===== src/sac_pkg.sv =====
// shared constants and types for the serial converter control block
// What this block does
// - negative supply below ground selects bipolar
// - low reference forces reference ready flag low
// - unipolar result is straight binary code
// - bipolar result is two's complement code
// - after reset device is active and ready
// - clock low, two start pulses: nap
// - clock low, four start pulses: sleep
// - nap keeps only the reference powered
// - sleep powers down everything including reference
// - clock rising edge wakes from nap/sleep
// - ready to convert 350ns after nap wake
// - after sleep wake flag waits reference settling
// - reference ready flag precedes result bits
// - start edges ignored while converting
// - start too close to clock delays output
// - output changes on each clock rising edge
// - host samples data on clock rising edge
// - word: three zeros, flag, D11..D0
// - host waits during conversion
// - host recovers with a nap request
// - host drops start within 120ns
package sac_pkg;
  localparam int CLK_PERIOD_NS = 100;
  localparam int START_TO_CLK_NS = 300;
  localparam int START_TO_CLK_CYC =
    (START_TO_CLK_NS + CLK_PERIOD_NS - 1) / CLK_PERIOD_NS;
  localparam int NAP_WAKE_NS = 350;
  localparam int NAP_WAKE_CYC =
    (NAP_WAKE_NS + CLK_PERIOD_NS - 1) / CLK_PERIOD_NS;
  localparam int REF_SETTLE_US = 4000;
  localparam int REF_SETTLE_CYC = REF_SETTLE_US * 1000 / CLK_PERIOD_NS;
  localparam int CONV_HIGH_MAX_NS = 120;
  localparam int CONV_HIGH_CYC = CONV_HIGH_MAX_NS / CLK_PERIOD_NS;
  localparam int SCLK_HALF_CYC = 4;
  localparam int HOST_LEAD_CYC = START_TO_CLK_CYC + 2;
  localparam int PULSE_GAP_CYC = 4;
  localparam int WORD_BITS = 16;
  localparam int RESULT_BITS = 12;
  localparam int FLAG_POS = 12;
  localparam logic [2:0] NAP_PULSES = 3'h2;
  localparam logic [2:0] SLEEP_PULSES = 3'h4;
  localparam logic [7:0] REG_CTRL = 8'h00;
  localparam logic [7:0] REG_STATUS = 8'h04;
  localparam logic [7:0] REG_DATA = 8'h08;
  localparam int CTRL_CONVERT = 0;
  localparam int CTRL_NAP = 1;
  localparam int CTRL_SLEEP = 2;
  localparam int CTRL_WAKE = 3;
  localparam int STAT_BUSY = 0;
  localparam int STAT_VALID = 1;
  typedef enum logic [1:0] {PWR_ACTIVE, PWR_NAP, PWR_SLEEP} sac_pwr_t;
endpackage


===== src/sac_link_if.sv =====
// three-wire link between converter and host
`timescale 1ns/10ps
interface sac_link_if;
  logic sclk;
  logic conv;
  logic dout;
  modport dev (input sclk, input conv, output dout);
  modport host (output sclk, output conv, input dout);
endinterface


===== src/sac_sync.sv =====
// two-flop synchroniser for asynchronous inputs
`timescale 1ns/10ps
module sac_sync #(
  parameter int W = 1
) (
  input wire logic clk_in,
  input wire logic rst_in,
  input wire logic [W-1:0] d_in,
  output logic [W-1:0] q_out
);
  logic [W-1:0] meta_r;
  initial begin
    if (W < 1) $error("sac_sync width must be positive");
  end
  always_ff @(posedge clk_in) begin
    if (rst_in) begin
      meta_r <= '0;
      q_out <= '0;
    end else begin
      meta_r <= d_in;
      q_out <= meta_r;
    end
  end
endmodule


===== src/sac_device.sv =====
// converter end: conversion control, serial output and power modes
`timescale 1ns/10ps
module sac_device import sac_pkg::*; #(
  parameter int REF_SETTLE = REF_SETTLE_CYC,
  parameter int T2_CYC = START_TO_CLK_CYC
) (
  // system
  input wire logic SYS_CLK_IN,
  input wire logic SYS_RST_IN,
  // link
  sac_link_if.dev LINK,
  // analog stand-ins
  input wire logic [RESULT_BITS-1:0] ADC_SAMPLE_IN,
  input wire logic VSS_NEG_IN,
  input wire logic VREF_LOW_IN,
  // status
  output logic [1:0] PWR_STATE_OUT,
  output logic CORE_ON_OUT,
  output logic REF_ON_OUT,
  output logic BIPOLAR_OUT,
  output logic REF_READY_OUT,
  output logic BUSY_OUT
);
  initial begin
    if (REF_SETTLE < 1 || REF_SETTLE > 65535)
      $error("REF_SETTLE out of range");
    if (T2_CYC < 1 || T2_CYC > 255) $error("T2_CYC out of range");
  end

  logic [RESULT_BITS+3:0] raw_s;
  logic [RESULT_BITS-1:0] sample_s;
  logic sclk_s, conv_s, vss_neg_s, vref_low_s;
  logic sclk_d_r, conv_d_r;
  logic sclk_rise, conv_rise;
  sac_pwr_t pwr_r, pwr_nxt;
  logic [2:0] pulse_cnt_r;
  logic [15:0] settle_cnt_r;
  logic ref_settled_r;
  logic [2:0] wake_cnt_r;
  logic busy_r;
  logic [4:0] bit_cnt_r;
  logic [7:0] t2_cnt_r;
  logic first_r;
  logic [WORD_BITS-1:0] word_r;
  logic dout_r;
  logic enter_nap, enter_sleep, start_ok, shift_ok;
  logic [RESULT_BITS-1:0] code;

  // all pins come from outside this clock
  sac_sync #(.W(RESULT_BITS + 4)) u_sync (
    .clk_in(SYS_CLK_IN),
    .rst_in(SYS_RST_IN),
    .d_in({ADC_SAMPLE_IN, VREF_LOW_IN, VSS_NEG_IN,
           LINK.conv, LINK.sclk}),
    .q_out(raw_s)
  );
  assign sample_s = raw_s[RESULT_BITS+3:4];
  assign vref_low_s = raw_s[3];
  assign vss_neg_s = raw_s[2];
  assign conv_s = raw_s[1];
  assign sclk_s = raw_s[0];

  always_ff @(posedge SYS_CLK_IN) begin
    if (SYS_RST_IN) begin
      sclk_d_r <= 1'b0;
      conv_d_r <= 1'b0;
    end else begin
      sclk_d_r <= sclk_s;
      conv_d_r <= conv_s;
    end
  end
  assign sclk_rise = sclk_s & ~sclk_d_r;
  assign conv_rise = conv_s & ~conv_d_r;

  // pulses only count with the clock held low
  assign enter_nap = conv_rise & ~sclk_s & pwr_r == PWR_ACTIVE &
    pulse_cnt_r == NAP_PULSES - 3'h1;
  assign enter_sleep = conv_rise & ~sclk_s & pwr_r == PWR_NAP &
    pulse_cnt_r == SLEEP_PULSES - 3'h1;

  always_ff @(posedge SYS_CLK_IN) begin
    if (SYS_RST_IN) begin
      pulse_cnt_r <= 3'h0;
    end else if (sclk_rise) begin
      pulse_cnt_r <= 3'h0;
    end else if (conv_rise && !sclk_s && pulse_cnt_r != SLEEP_PULSES) begin
      pulse_cnt_r <= pulse_cnt_r + 3'h1;
    end
  end

  always_comb begin
    pwr_nxt = pwr_r;
    if (sclk_rise && pwr_r != PWR_ACTIVE) begin
      pwr_nxt = PWR_ACTIVE;
    end else if (enter_sleep) begin
      pwr_nxt = PWR_SLEEP;
    end else if (enter_nap) begin
      pwr_nxt = PWR_NAP;
    end
  end

  always_ff @(posedge SYS_CLK_IN) begin
    if (SYS_RST_IN) begin
      pwr_r <= PWR_ACTIVE;
      CORE_ON_OUT <= 1'b1;
      REF_ON_OUT <= 1'b1;
      PWR_STATE_OUT <= 2'h0;
    end else begin
      pwr_r <= pwr_nxt;
      PWR_STATE_OUT <= pwr_nxt;
      CORE_ON_OUT <= pwr_nxt == PWR_ACTIVE;
      REF_ON_OUT <= pwr_nxt != PWR_SLEEP;
    end
  end

  // nap wake delay before a start is honoured
  always_ff @(posedge SYS_CLK_IN) begin
    if (SYS_RST_IN) begin
      wake_cnt_r <= 3'h0;
    end else if (sclk_rise && pwr_r == PWR_NAP) begin
      wake_cnt_r <= 3'(NAP_WAKE_CYC);
    end else if (wake_cnt_r != 3'h0) begin
      wake_cnt_r <= wake_cnt_r - 3'h1;
    end
  end

  // reference settling after sleep
  always_ff @(posedge SYS_CLK_IN) begin
    if (SYS_RST_IN) begin
      settle_cnt_r <= 16'h0000;
      ref_settled_r <= 1'b1;
    end else if (pwr_r == PWR_SLEEP) begin
      ref_settled_r <= 1'b0;
      settle_cnt_r <= 16'(REF_SETTLE);
    end else if (settle_cnt_r != 16'h0000) begin
      settle_cnt_r <= settle_cnt_r - 16'h0001;
      ref_settled_r <= settle_cnt_r == 16'h0001;
    end
  end

  always_ff @(posedge SYS_CLK_IN) begin
    if (SYS_RST_IN) begin
      REF_READY_OUT <= 1'b0;
      BIPOLAR_OUT <= 1'b0;
    end else begin
      // flag falls with the sleep state itself, not a cycle behind it
      REF_READY_OUT <= ref_settled_r & ~vref_low_s &
        pwr_nxt != PWR_SLEEP;
      BIPOLAR_OUT <= vss_neg_s;
    end
  end

  // bipolar flips the msb of the offset code
  assign code = vss_neg_s ? {~sample_s[RESULT_BITS-1],
    sample_s[RESULT_BITS-2:0]} : sample_s;

  assign start_ok = conv_rise & ~busy_r & pwr_r == PWR_ACTIVE &
    wake_cnt_r == 3'h0 & ~enter_nap;
  // only the first rise after a start can come too early
  assign shift_ok = sclk_rise & busy_r &
    ~(first_r & t2_cnt_r < 8'(T2_CYC));

  always_ff @(posedge SYS_CLK_IN) begin
    if (SYS_RST_IN) begin
      busy_r <= 1'b0;
      bit_cnt_r <= 5'h00;
      first_r <= 1'b0;
      t2_cnt_r <= 8'h00;
      word_r <= '0;
      dout_r <= 1'b0;
    end else if (pwr_nxt != PWR_ACTIVE) begin
      // a power-down drops any word in flight
      busy_r <= 1'b0;
      dout_r <= 1'b0;
    end else if (start_ok) begin
      busy_r <= 1'b1;
      bit_cnt_r <= 5'h00;
      first_r <= 1'b1;
      t2_cnt_r <= 8'h00;
      word_r <= {3'b000, ref_settled_r & ~vref_low_s, code};
      dout_r <= 1'b0;
    end else if (busy_r) begin
      if (t2_cnt_r != 8'hFF) begin
        t2_cnt_r <= t2_cnt_r + 8'h01;
      end
      if (sclk_rise) begin
        first_r <= 1'b0;
      end
      if (shift_ok) begin
        dout_r <= word_r[WORD_BITS-1];
        word_r <= {word_r[WORD_BITS-2:0], 1'b0};
        bit_cnt_r <= bit_cnt_r + 5'h01;
        busy_r <= bit_cnt_r != 5'(WORD_BITS - 1);
      end
    end
  end

  always_ff @(posedge SYS_CLK_IN) begin
    if (SYS_RST_IN) begin
      BUSY_OUT <= 1'b0;
    end else begin
      // registered copy, so it trails busy_r by a cycle
      BUSY_OUT <= busy_r;
    end
  end

  assign LINK.dout = dout_r;
endmodule


===== src/flat_wrapper.sv =====
// flat-port wrapper written by rule: the top's interface ports become plain ports
module sac_device_flat import sac_pkg::*;
#(
  parameter int REF_SETTLE = REF_SETTLE_CYC,
  parameter int T2_CYC = START_TO_CLK_CYC
)
  (SYS_CLK_IN, SYS_RST_IN, ADC_SAMPLE_IN, VSS_NEG_IN, VREF_LOW_IN, PWR_STATE_OUT, CORE_ON_OUT, REF_ON_OUT, BIPOLAR_OUT, REF_READY_OUT, BUSY_OUT, LINK_sclk, LINK_conv, LINK_dout);
  sac_link_if LINK_i ();
  input wire logic SYS_CLK_IN;
  input wire logic SYS_RST_IN;
  input wire logic [RESULT_BITS-1:0] ADC_SAMPLE_IN;
  input wire logic VSS_NEG_IN;
  input wire logic VREF_LOW_IN;
  output logic [1:0] PWR_STATE_OUT;
  output logic CORE_ON_OUT;
  output logic REF_ON_OUT;
  output logic BIPOLAR_OUT;
  output logic REF_READY_OUT;
  output logic BUSY_OUT;
  input wire logic [$bits(LINK_i.sclk)-1:0] LINK_sclk;
  input wire logic [$bits(LINK_i.conv)-1:0] LINK_conv;
  output wire logic [$bits(LINK_i.dout)-1:0] LINK_dout;
  assign LINK_i.sclk = LINK_sclk;
  assign LINK_i.conv = LINK_conv;
  assign LINK_dout = LINK_i.dout;
  sac_device #(.REF_SETTLE(REF_SETTLE), .T2_CYC(T2_CYC)) u_core (.SYS_CLK_IN(SYS_CLK_IN), .SYS_RST_IN(SYS_RST_IN), .LINK(LINK_i), .ADC_SAMPLE_IN(ADC_SAMPLE_IN), .VSS_NEG_IN(VSS_NEG_IN), .VREF_LOW_IN(VREF_LOW_IN), .PWR_STATE_OUT(PWR_STATE_OUT), .CORE_ON_OUT(CORE_ON_OUT), .REF_ON_OUT(REF_ON_OUT), .BIPOLAR_OUT(BIPOLAR_OUT), .REF_READY_OUT(REF_READY_OUT), .BUSY_OUT(BUSY_OUT));
endmodule

===== config.mk =====
export PLATFORM = sky130hd
export DESIGN_NAME = sac_device_flat
export DESIGN_NICKNAME = d
export VERILOG_FILES = /design/src/sac_pkg.sv /design/src/sac_link_if.sv /design/src/sac_sync.sv /design/src/sac_device.sv /design/src/flat_wrapper.sv
export SDC_FILE = /design/constraint.sdc
export NUM_CORES = 1
export LEC_CHECK = 0
export ABC_CLOCK_PERIOD_IN_PS = 1800
export BUFFER_PORTS_ARGS = -buffer_cell sky130_fd_sc_hd__buf_2
export CAP_MARGIN = 10
export CELL_PAD_IN_SITES_DETAIL_PLACEMENT = 1
export CELL_PAD_IN_SITES_GLOBAL_PLACEMENT = 2
export CORE_MARGIN = 3
export CORE_UTILIZATION = 25
export CTS_BUF_LIST = sky130_fd_sc_hd__clkbuf_4 sky130_fd_sc_hd__clkbuf_8
export DETAILED_ROUTE_END_ITERATION = 12
export PLACE_DENSITY_LB_ADDON = 0.1
export SETUP_SLACK_MARGIN = 0.4
export SLEW_MARGIN = 20
export SYNTH_ARGS = -nofsm -noshare
export SYNTH_HDL_FRONTEND = slang
export SYNTH_SLANG_ARGS = --single-unit
export TNS_END_PERCENT = 10

===== constraint.sdc =====
create_clock -name SYS_CLK_IN -period 1.8 [get_ports SYS_CLK_IN]
set_input_delay 0.09 -clock SYS_CLK_IN [delete_from_list [all_inputs] [get_ports SYS_CLK_IN]]
set_output_delay 0.09 -clock SYS_CLK_IN [all_outputs]
set_load 0.1 [all_outputs]

; ---- Word-level counts from Yosys, hierarchy flattened
; Cells that the tools add are included.
[op_classes]
add_sub_neg = 5
order_cmp = 1
n_eq_ne = 9
mux = 25
n_bitwise = 25
n_reduce_logical = 27
[op_table]
columns = cell, n
row1 = 2-to-1 mux 16 bit, 5
row2 = 2-to-1 mux 8 bit, 3
row3 = AND 1 bit, 16
row4 = "equality test 16 x 1 -> 1 bit, second input constant", 1
row5 = nonzero test 16 bit, 1
row6 = nonzero test 2 bit, 8
row7 = "subtractor 16 x 1 -> 16 bit, second input constant", 1
row8 = 2-to-1 mux 5 bit, 3
row9 = 2-to-1 mux 12 bit, 1
row10 = NOT 1 bit, 9
row11 = AND reduction 3 bit, 3
row12 = "adder 8 x 1 -> 8 bit, second input constant", 1
row13 = "less-than comparator 8 x 2 -> 1 bit, second input constant", 1
row14 = 2-to-1 mux 1 bit, 8
row15 = "inequality test 8 bit, second input constant", 1
row16 = OR reduction 2 bit, 4
row17 = 2-to-1 mux 2 bit, 3
row18 = 2-to-1 mux 3 bit, 2
row19 = "adder 5 x 1 -> 5 bit, second input constant", 1
row20 = "inequality test 5 x 4 -> 1 bit, second input constant", 1
row21 = logical AND 1 bit, 4
row22 = zero test 2 bit, 2
row23 = "adder 3 x 1 -> 3 bit, second input constant", 1
row24 = "equality test 3 x 1 -> 1 bit, second input constant", 1
row25 = 11 further kinds, 11
[totals]
regBits = 96
inputBits = 18
output_inout_bits = 8

; ---- Longest topological paths before layout
[logic_depth]
ltp_word = 11
ltp_mapped = 8
depth_no_buf = 7

; ---- Hierarchy
; Synthesis repeated with hierarchy kept, for this count alone.
[hier_totals]
hier_cells = 420
hier_area_um2 = 3940.0
[modules_own_cells]
columns = module, n_inst, cells_each, area_each_um2
row1 = sac_device, 1, 353, 3076.7
row2 = sac_sync, 1, 67, 863.3

; ---- Least setup slack after synthesis
; No wires, ideal clock.
[synth_path]
path_kind = reg2reg
start = reg u_core.PWR_STATE_OUT[1] (netlist name)
end = reg u_core.t2_cnt_r[3]
arrival_time_ps = 2095
path_slack_ps = -409
stages_incl_launch_ff = 5
period_less_slack_ps = 2209
path_cell_list = dfxtp_1 nor4b_1 a2bb2oi_1 a21oi_1 a2111oi_0
[synth_lines]
columns = item, line
row1 = "end signal, assigned", sac_device.sv:184  ; t2_cnt_r <= t2_cnt_r + 8'h01;
row2 = "end, declared", sac_device.sv:42  ; logic [7:0] t2_cnt_r;

; ---- Final worst setup path
[layout_path]
start = reg u_core.t2_cnt_r[0]
end = reg u_core.word_r[12]
[layout_via]
elab_chain_len = 6
[layout_lines]
columns = item, line
row1 = less-than comparator 8 x 2 -> 1 bit, sac_device.sv:161  ; ~(first_r & t2_cnt_r < 8'(T2_CYC));
row2 = AND 1 bit, sac_device.sv:161
row3 = NOT 1 bit, sac_device.sv:161
row4 = AND 1 bit, sac_device.sv:160  ; assign shift_ok = sclk_rise & busy_r &
row5 = nonzero test 2 bit (no source line), -
row6 = AND reduction 3 bit (no source line), -
row7 = "end signal, assigned", sac_device.sv:180  ; word_r <= {3'b000, ref_settled_r & ~vref_low_s, code};
row8 = "end signal, assigned", sac_device.sv:191  ; word_r <= {word_r[WORD_BITS-2:0], 1'b0};
row9 = "end, declared", sac_device.sv:44  ; logic [WORD_BITS-1:0] word_r;
; Every way passes these cells.
; A chain may end at the register's enable or synchronous reset.

==> impl_results.rst <==
.. list-table::
   :header-rows: 1

   * - Metric
     - Value
   * - Area of the multi-input gates
     - 2190 µm²
   * - Crit path largest cell delay
     - 0.44 ns
   * - Clock network latency to the later pin of the worst-skew pair
     - 0.39 ns
   * - Basic-gate share of the synthesized area counting and, or, nand and nor cells
     - 0.236
   * - Kind of critical path
     - flop to flop
   * - Critical-path cell with the highest stage delay
     - or4_4
   * - Launching element type of the critical path
     - flop
   * - Worst path buffer plus inverter count
     - 1
   * - Fin nets
     - 536
   * - Detailed Route Iter0 Violations
     - 132
   * - Sum of met3 wire segment lengths after detailed routing
     - 188 µm
   * - Most frequent cells in the layout
     - 79 x dfxtp_1, 42 x buf_4, 38 x nor2b_1
   * - Maximum fanout along the worst path
     - 20
   * - Total placed cells including tap cells
     - 678
   * - CTS tree
     - done
   * - FF+latch count, synth
     - 96
   * - Overall global routing resource usage
     - 0.118
   * - Fraction of final layout cells sized beyond drive strength 1
     - 0.323
   * - Family of cells with the greatest summed delay on the critical path
     - simple AND/OR/NAND/NOR gates
   * - Overflow left after global routing
     - 0
   * - Flip-flop and latch area
     - 1950 µm²
   * - Count of input and output buffers
     - 25
   * - Area after detailed placement
     - 4750 µm²
   * - Leakage power summed over all cells
     - 2.21 nW
   * - Highest ir drop seen on vdd
     - 0.000458 V
   * - Detailed-route via count
     - 3271
   * - Top cell type's share of synthesized area
     - 0.484
   * - Sinks on the clock net
     - 96
   * - Highest metal layer used by the detailed router
     - met4
   * - Count of endpoints failing setup in the final report
     - 0
   * - Routed metal-1 wirelength
     - 4940 µm
   * - Worst hold path type
     - primary input to flop
   * - Placed wire-length estimate
     - 6850 µm
   * - PnR worst setup slack
     - 0.0533 ns
   * - Most common cell after layout, fill and taps aside
     - dfxtp_1
   * - Master cell of the clock root buffer
     - clkbuf_8
   * - Largest cells by area after synthesis
     - dfxtp_1 48%, nor2b_1 6.1%, mux2i_1 5.3%
   * - Maximum frequency from static timing analysis
     - 573 MHz
   * - Largest family of logic cells by synthesized area
     - simple AND/OR/NAND/NOR gates
   * - Sequence of cells on the critical path
     - ha_4 -> or4_4 -> o21ai_4 -> buf_12 -> mux2i_2 -> a211oi_2
   * - Fraction of registers with async set/reset
     - 0
   * - RSZ-0062 raised after global routing
     - true
   * - Initial standard-cell utilization of the core
     - 0.258
   * - Largest net degree at the start of global routing
     - 50
   * - Final hold violations
     - 0
   * - Synthesized-area fraction occupied by adder cells
     - 0.0378
   * - Post-Synth XOR/XNOR Area
     - 0.00883
   * - Routed length on met2
     - 4550 µm
   * - Multiplexer area fraction after synthesis
     - 0.0530
   * - Data arrival time of the worst path
     - 2.02 ns
   * - Finished Layout Cells
     - 722
   * - Clock Path Buffers
     - 2
   * - Setup skew after layout
     - 0.0126 ns
   * - Total CTS buffers
     - 9
   * - Fraction of the mapped netlist area in compound gates
     - 0.142
   * - Vias per Instance
     - 4.53
   * - Width of the chip
     - 132 µm
   * - Crit path time final
     - 1.75 ns
   * - Cell Rows
     - 45
   * - Post-route cell area
     - 5490 µm²
   * - RD Place Congestion
     - 0.746
   * - Synthesized net count
     - 447
   * - Final worst hold slack
     - 0.0458 ns
   * - Router iterations before antenna repair
     - 4
   * - First-pass GRT wire length
     - 16600 µm
   * - Pwr dens
     - 1300 nW/µm²
   * - Number of levels in the clock H-tree
     - 3
   * - Number of global-route vias before repair
     - 3310
   * - Fill cell count
     - 1742
   * - Average instance area after synthesis
     - 9.51 µm²
   * - Number of synthesized flops with an enable pin
     - 0
   * - Max-capacitance violation count
     - 0
   * - Area of the core region
     - 15400 µm²
   * - Warnings from Yosys
     - 0
   * - Cell count after synthesis
     - 417
   * - Setup Slack @ Placement
     - -0.129 ns
   * - Height of the die
     - 132 µm
   * - Clock-pin slew on the worst setup and hold paths
     - 0.10 ns
   * - Antenna violations before repair
     - 0
   * - Endpoint type of the worst setup path
     - flop
   * - Most frequently used flop master after synthesis
     - dfxtp_1
   * - Final wirelength
     - 9870 µm
   * - Netlist Area Pre-Place
     - 3970 µm²
   * - Final Max Tran Viols
     - 0
   * - Inserted Diodes
     - 0
   * - Unique cell type count in the Yosys netlist
     - 52
   * - Count of nets left with antenna violations after detail routing
     - 0
   * - Most area-hungry cell type in the Yosys netlist
     - dfxtp_1
   * - Area growth from synthesis to layout
     - 38.4%
   * - Outcome
     - completed
   * - Slew HR
     - 0.673
   * - Pin slew with the least headroom to its limit
     - 0.488 ns
   * - Routed length per instance
     - 13.7 µm
   * - Sequential-to-total area share from yosys stat
     - 0.484
   * - Share of the clock period used by the worst path
     - 0.970
   * - Area enclosed by the die boundary
     - 17400 µm²
   * - Post-route core utilization
     - 0.357
   * - Post-route DRC
     - 0
   * - I/O pins
     - 26
   * - Required time of the critical path
     - 2.07 ns
-- registers in the layout, summed over array words and instances (netlist names), 2 cells and up --
signal and flops:
u_core.PWR_STATE_OUT 2, u_core.bit_cnt_r 5, u_core.pulse_cnt_r 3, u_core.settle_cnt_r 16, u_core.t2_cnt_r 8, u_core.u_sync.meta_r 16, u_core.u_sync.q_out 16, u_core.wake_cnt_r 3
u_core.word_r 16
-- cell type report --
cell class,count,area share
Sequential cell,96,0.356
Inverter,19,0.0130
Timing Repair Buffer,97,0.147
Tap cell,211,0.0481
Multi-Input combinational cell,283,0.398
Clock buffer,9,0.0226
Clock inverter,7,0.0155
-- cell usage after synthesis (all sizes together), types with 2 or more instances --
| master | number |
|---|---|
| a2111oi | 2 |
| a211oi | 17 |
| a21oi | 21 |
| a31oi | 7 |
| and3 | 5 |
| buf | 2 |
| clkbuf | 17 |
| dfxtp | 96 |
| ha | 12 |
| inv | 19 |
| mux2i | 21 |
| nand2 | 14 |
| nand2b | 14 |
| nand3 | 7 |
| nand4 | 8 |
| nor2 | 31 |
| nor2b | 39 |
| nor3 | 14 |
| nor3b | 2 |
| nor4 | 4 |
| o211ai | 5 |
| o21a | 2 |
| o21ai | 13 |
| o311ai | 2 |
| o31ai | 3 |
| o32ai | 2 |
| o41ai | 2 |
| or2 | 4 |
| or3 | 7 |
| or4 | 5 |
| or4b | 2 |
| xnor2 | 2 |
| xor2 | 2 |
-- repair_timing --
action / in CTS / in global routing
endpoints found under the hold margin: 16 / 0
pin swaps: 4 / 31
setup buffers: 3 / 9
hold buffers: 16 / 0
resized for setup: 13 / 58
endpoints found under the setup margin: 52 / 55
-- path summary, 6_finish.rpt --
check                                              from  slack, ns  cells past startpoint                 endpoint
worst min-delay path                         SYS_RST_IN       0.05                      2  u_core.settle_cnt_r[10]
worst max-delay path                 u_core.t2_cnt_r[0]       0.05                      6        u_core.word_r[12]
worst max register to register       u_core.t2_cnt_r[0]       0.05                      6        u_core.word_r[12]
worst min register to register  u_core.u_sync.meta_r[2]       0.45                      1   u_core.u_sync.q_out[2]
-- power by group --
| part | switching [W] | internal (W) | leakage, nW | total (W) |
|---|---|---|---|---|
| Clock | 0.000901 | 0.000556 | 0.101 | 0.00146 |
| Combinational | 0.00150 | 0.00154 | 1.31 | 0.00304 |
| Sequential | 0.000230 | 0.00241 | 0.794 | 0.00264 |
| Total | 0.00263 | 0.00451 | 2.21 | 0.00714 |
-- cells by family after synthesis --
family          Yosys count
flops                    96
buf+inv                  38
mux                      21
compound gates           84
simple gates            162
fa+ha+maj                12
xor+xnor                  4
-- through the flow --
stage / total power [W] / TNS, ns
6_report: 0.00714 / 0
5_1_grt: 0.00769 / -0.266
4_1_cts: 0.00667 / 0
3_5_place_dp: 0.00506 / -0.375
3_3_place_gp: 0.00503 / 0
2_1_floorplan: 0.00404 / 0
-- routing by layer --
metal,vias to the layer above,global-route usage
met2,26,0.179
met3,11,0.0260
li1,1662,-
met5,-,0
met1,1572,0.158
met4,0,0.0566
No activity file was read; power rests on OpenSTA's default activity.
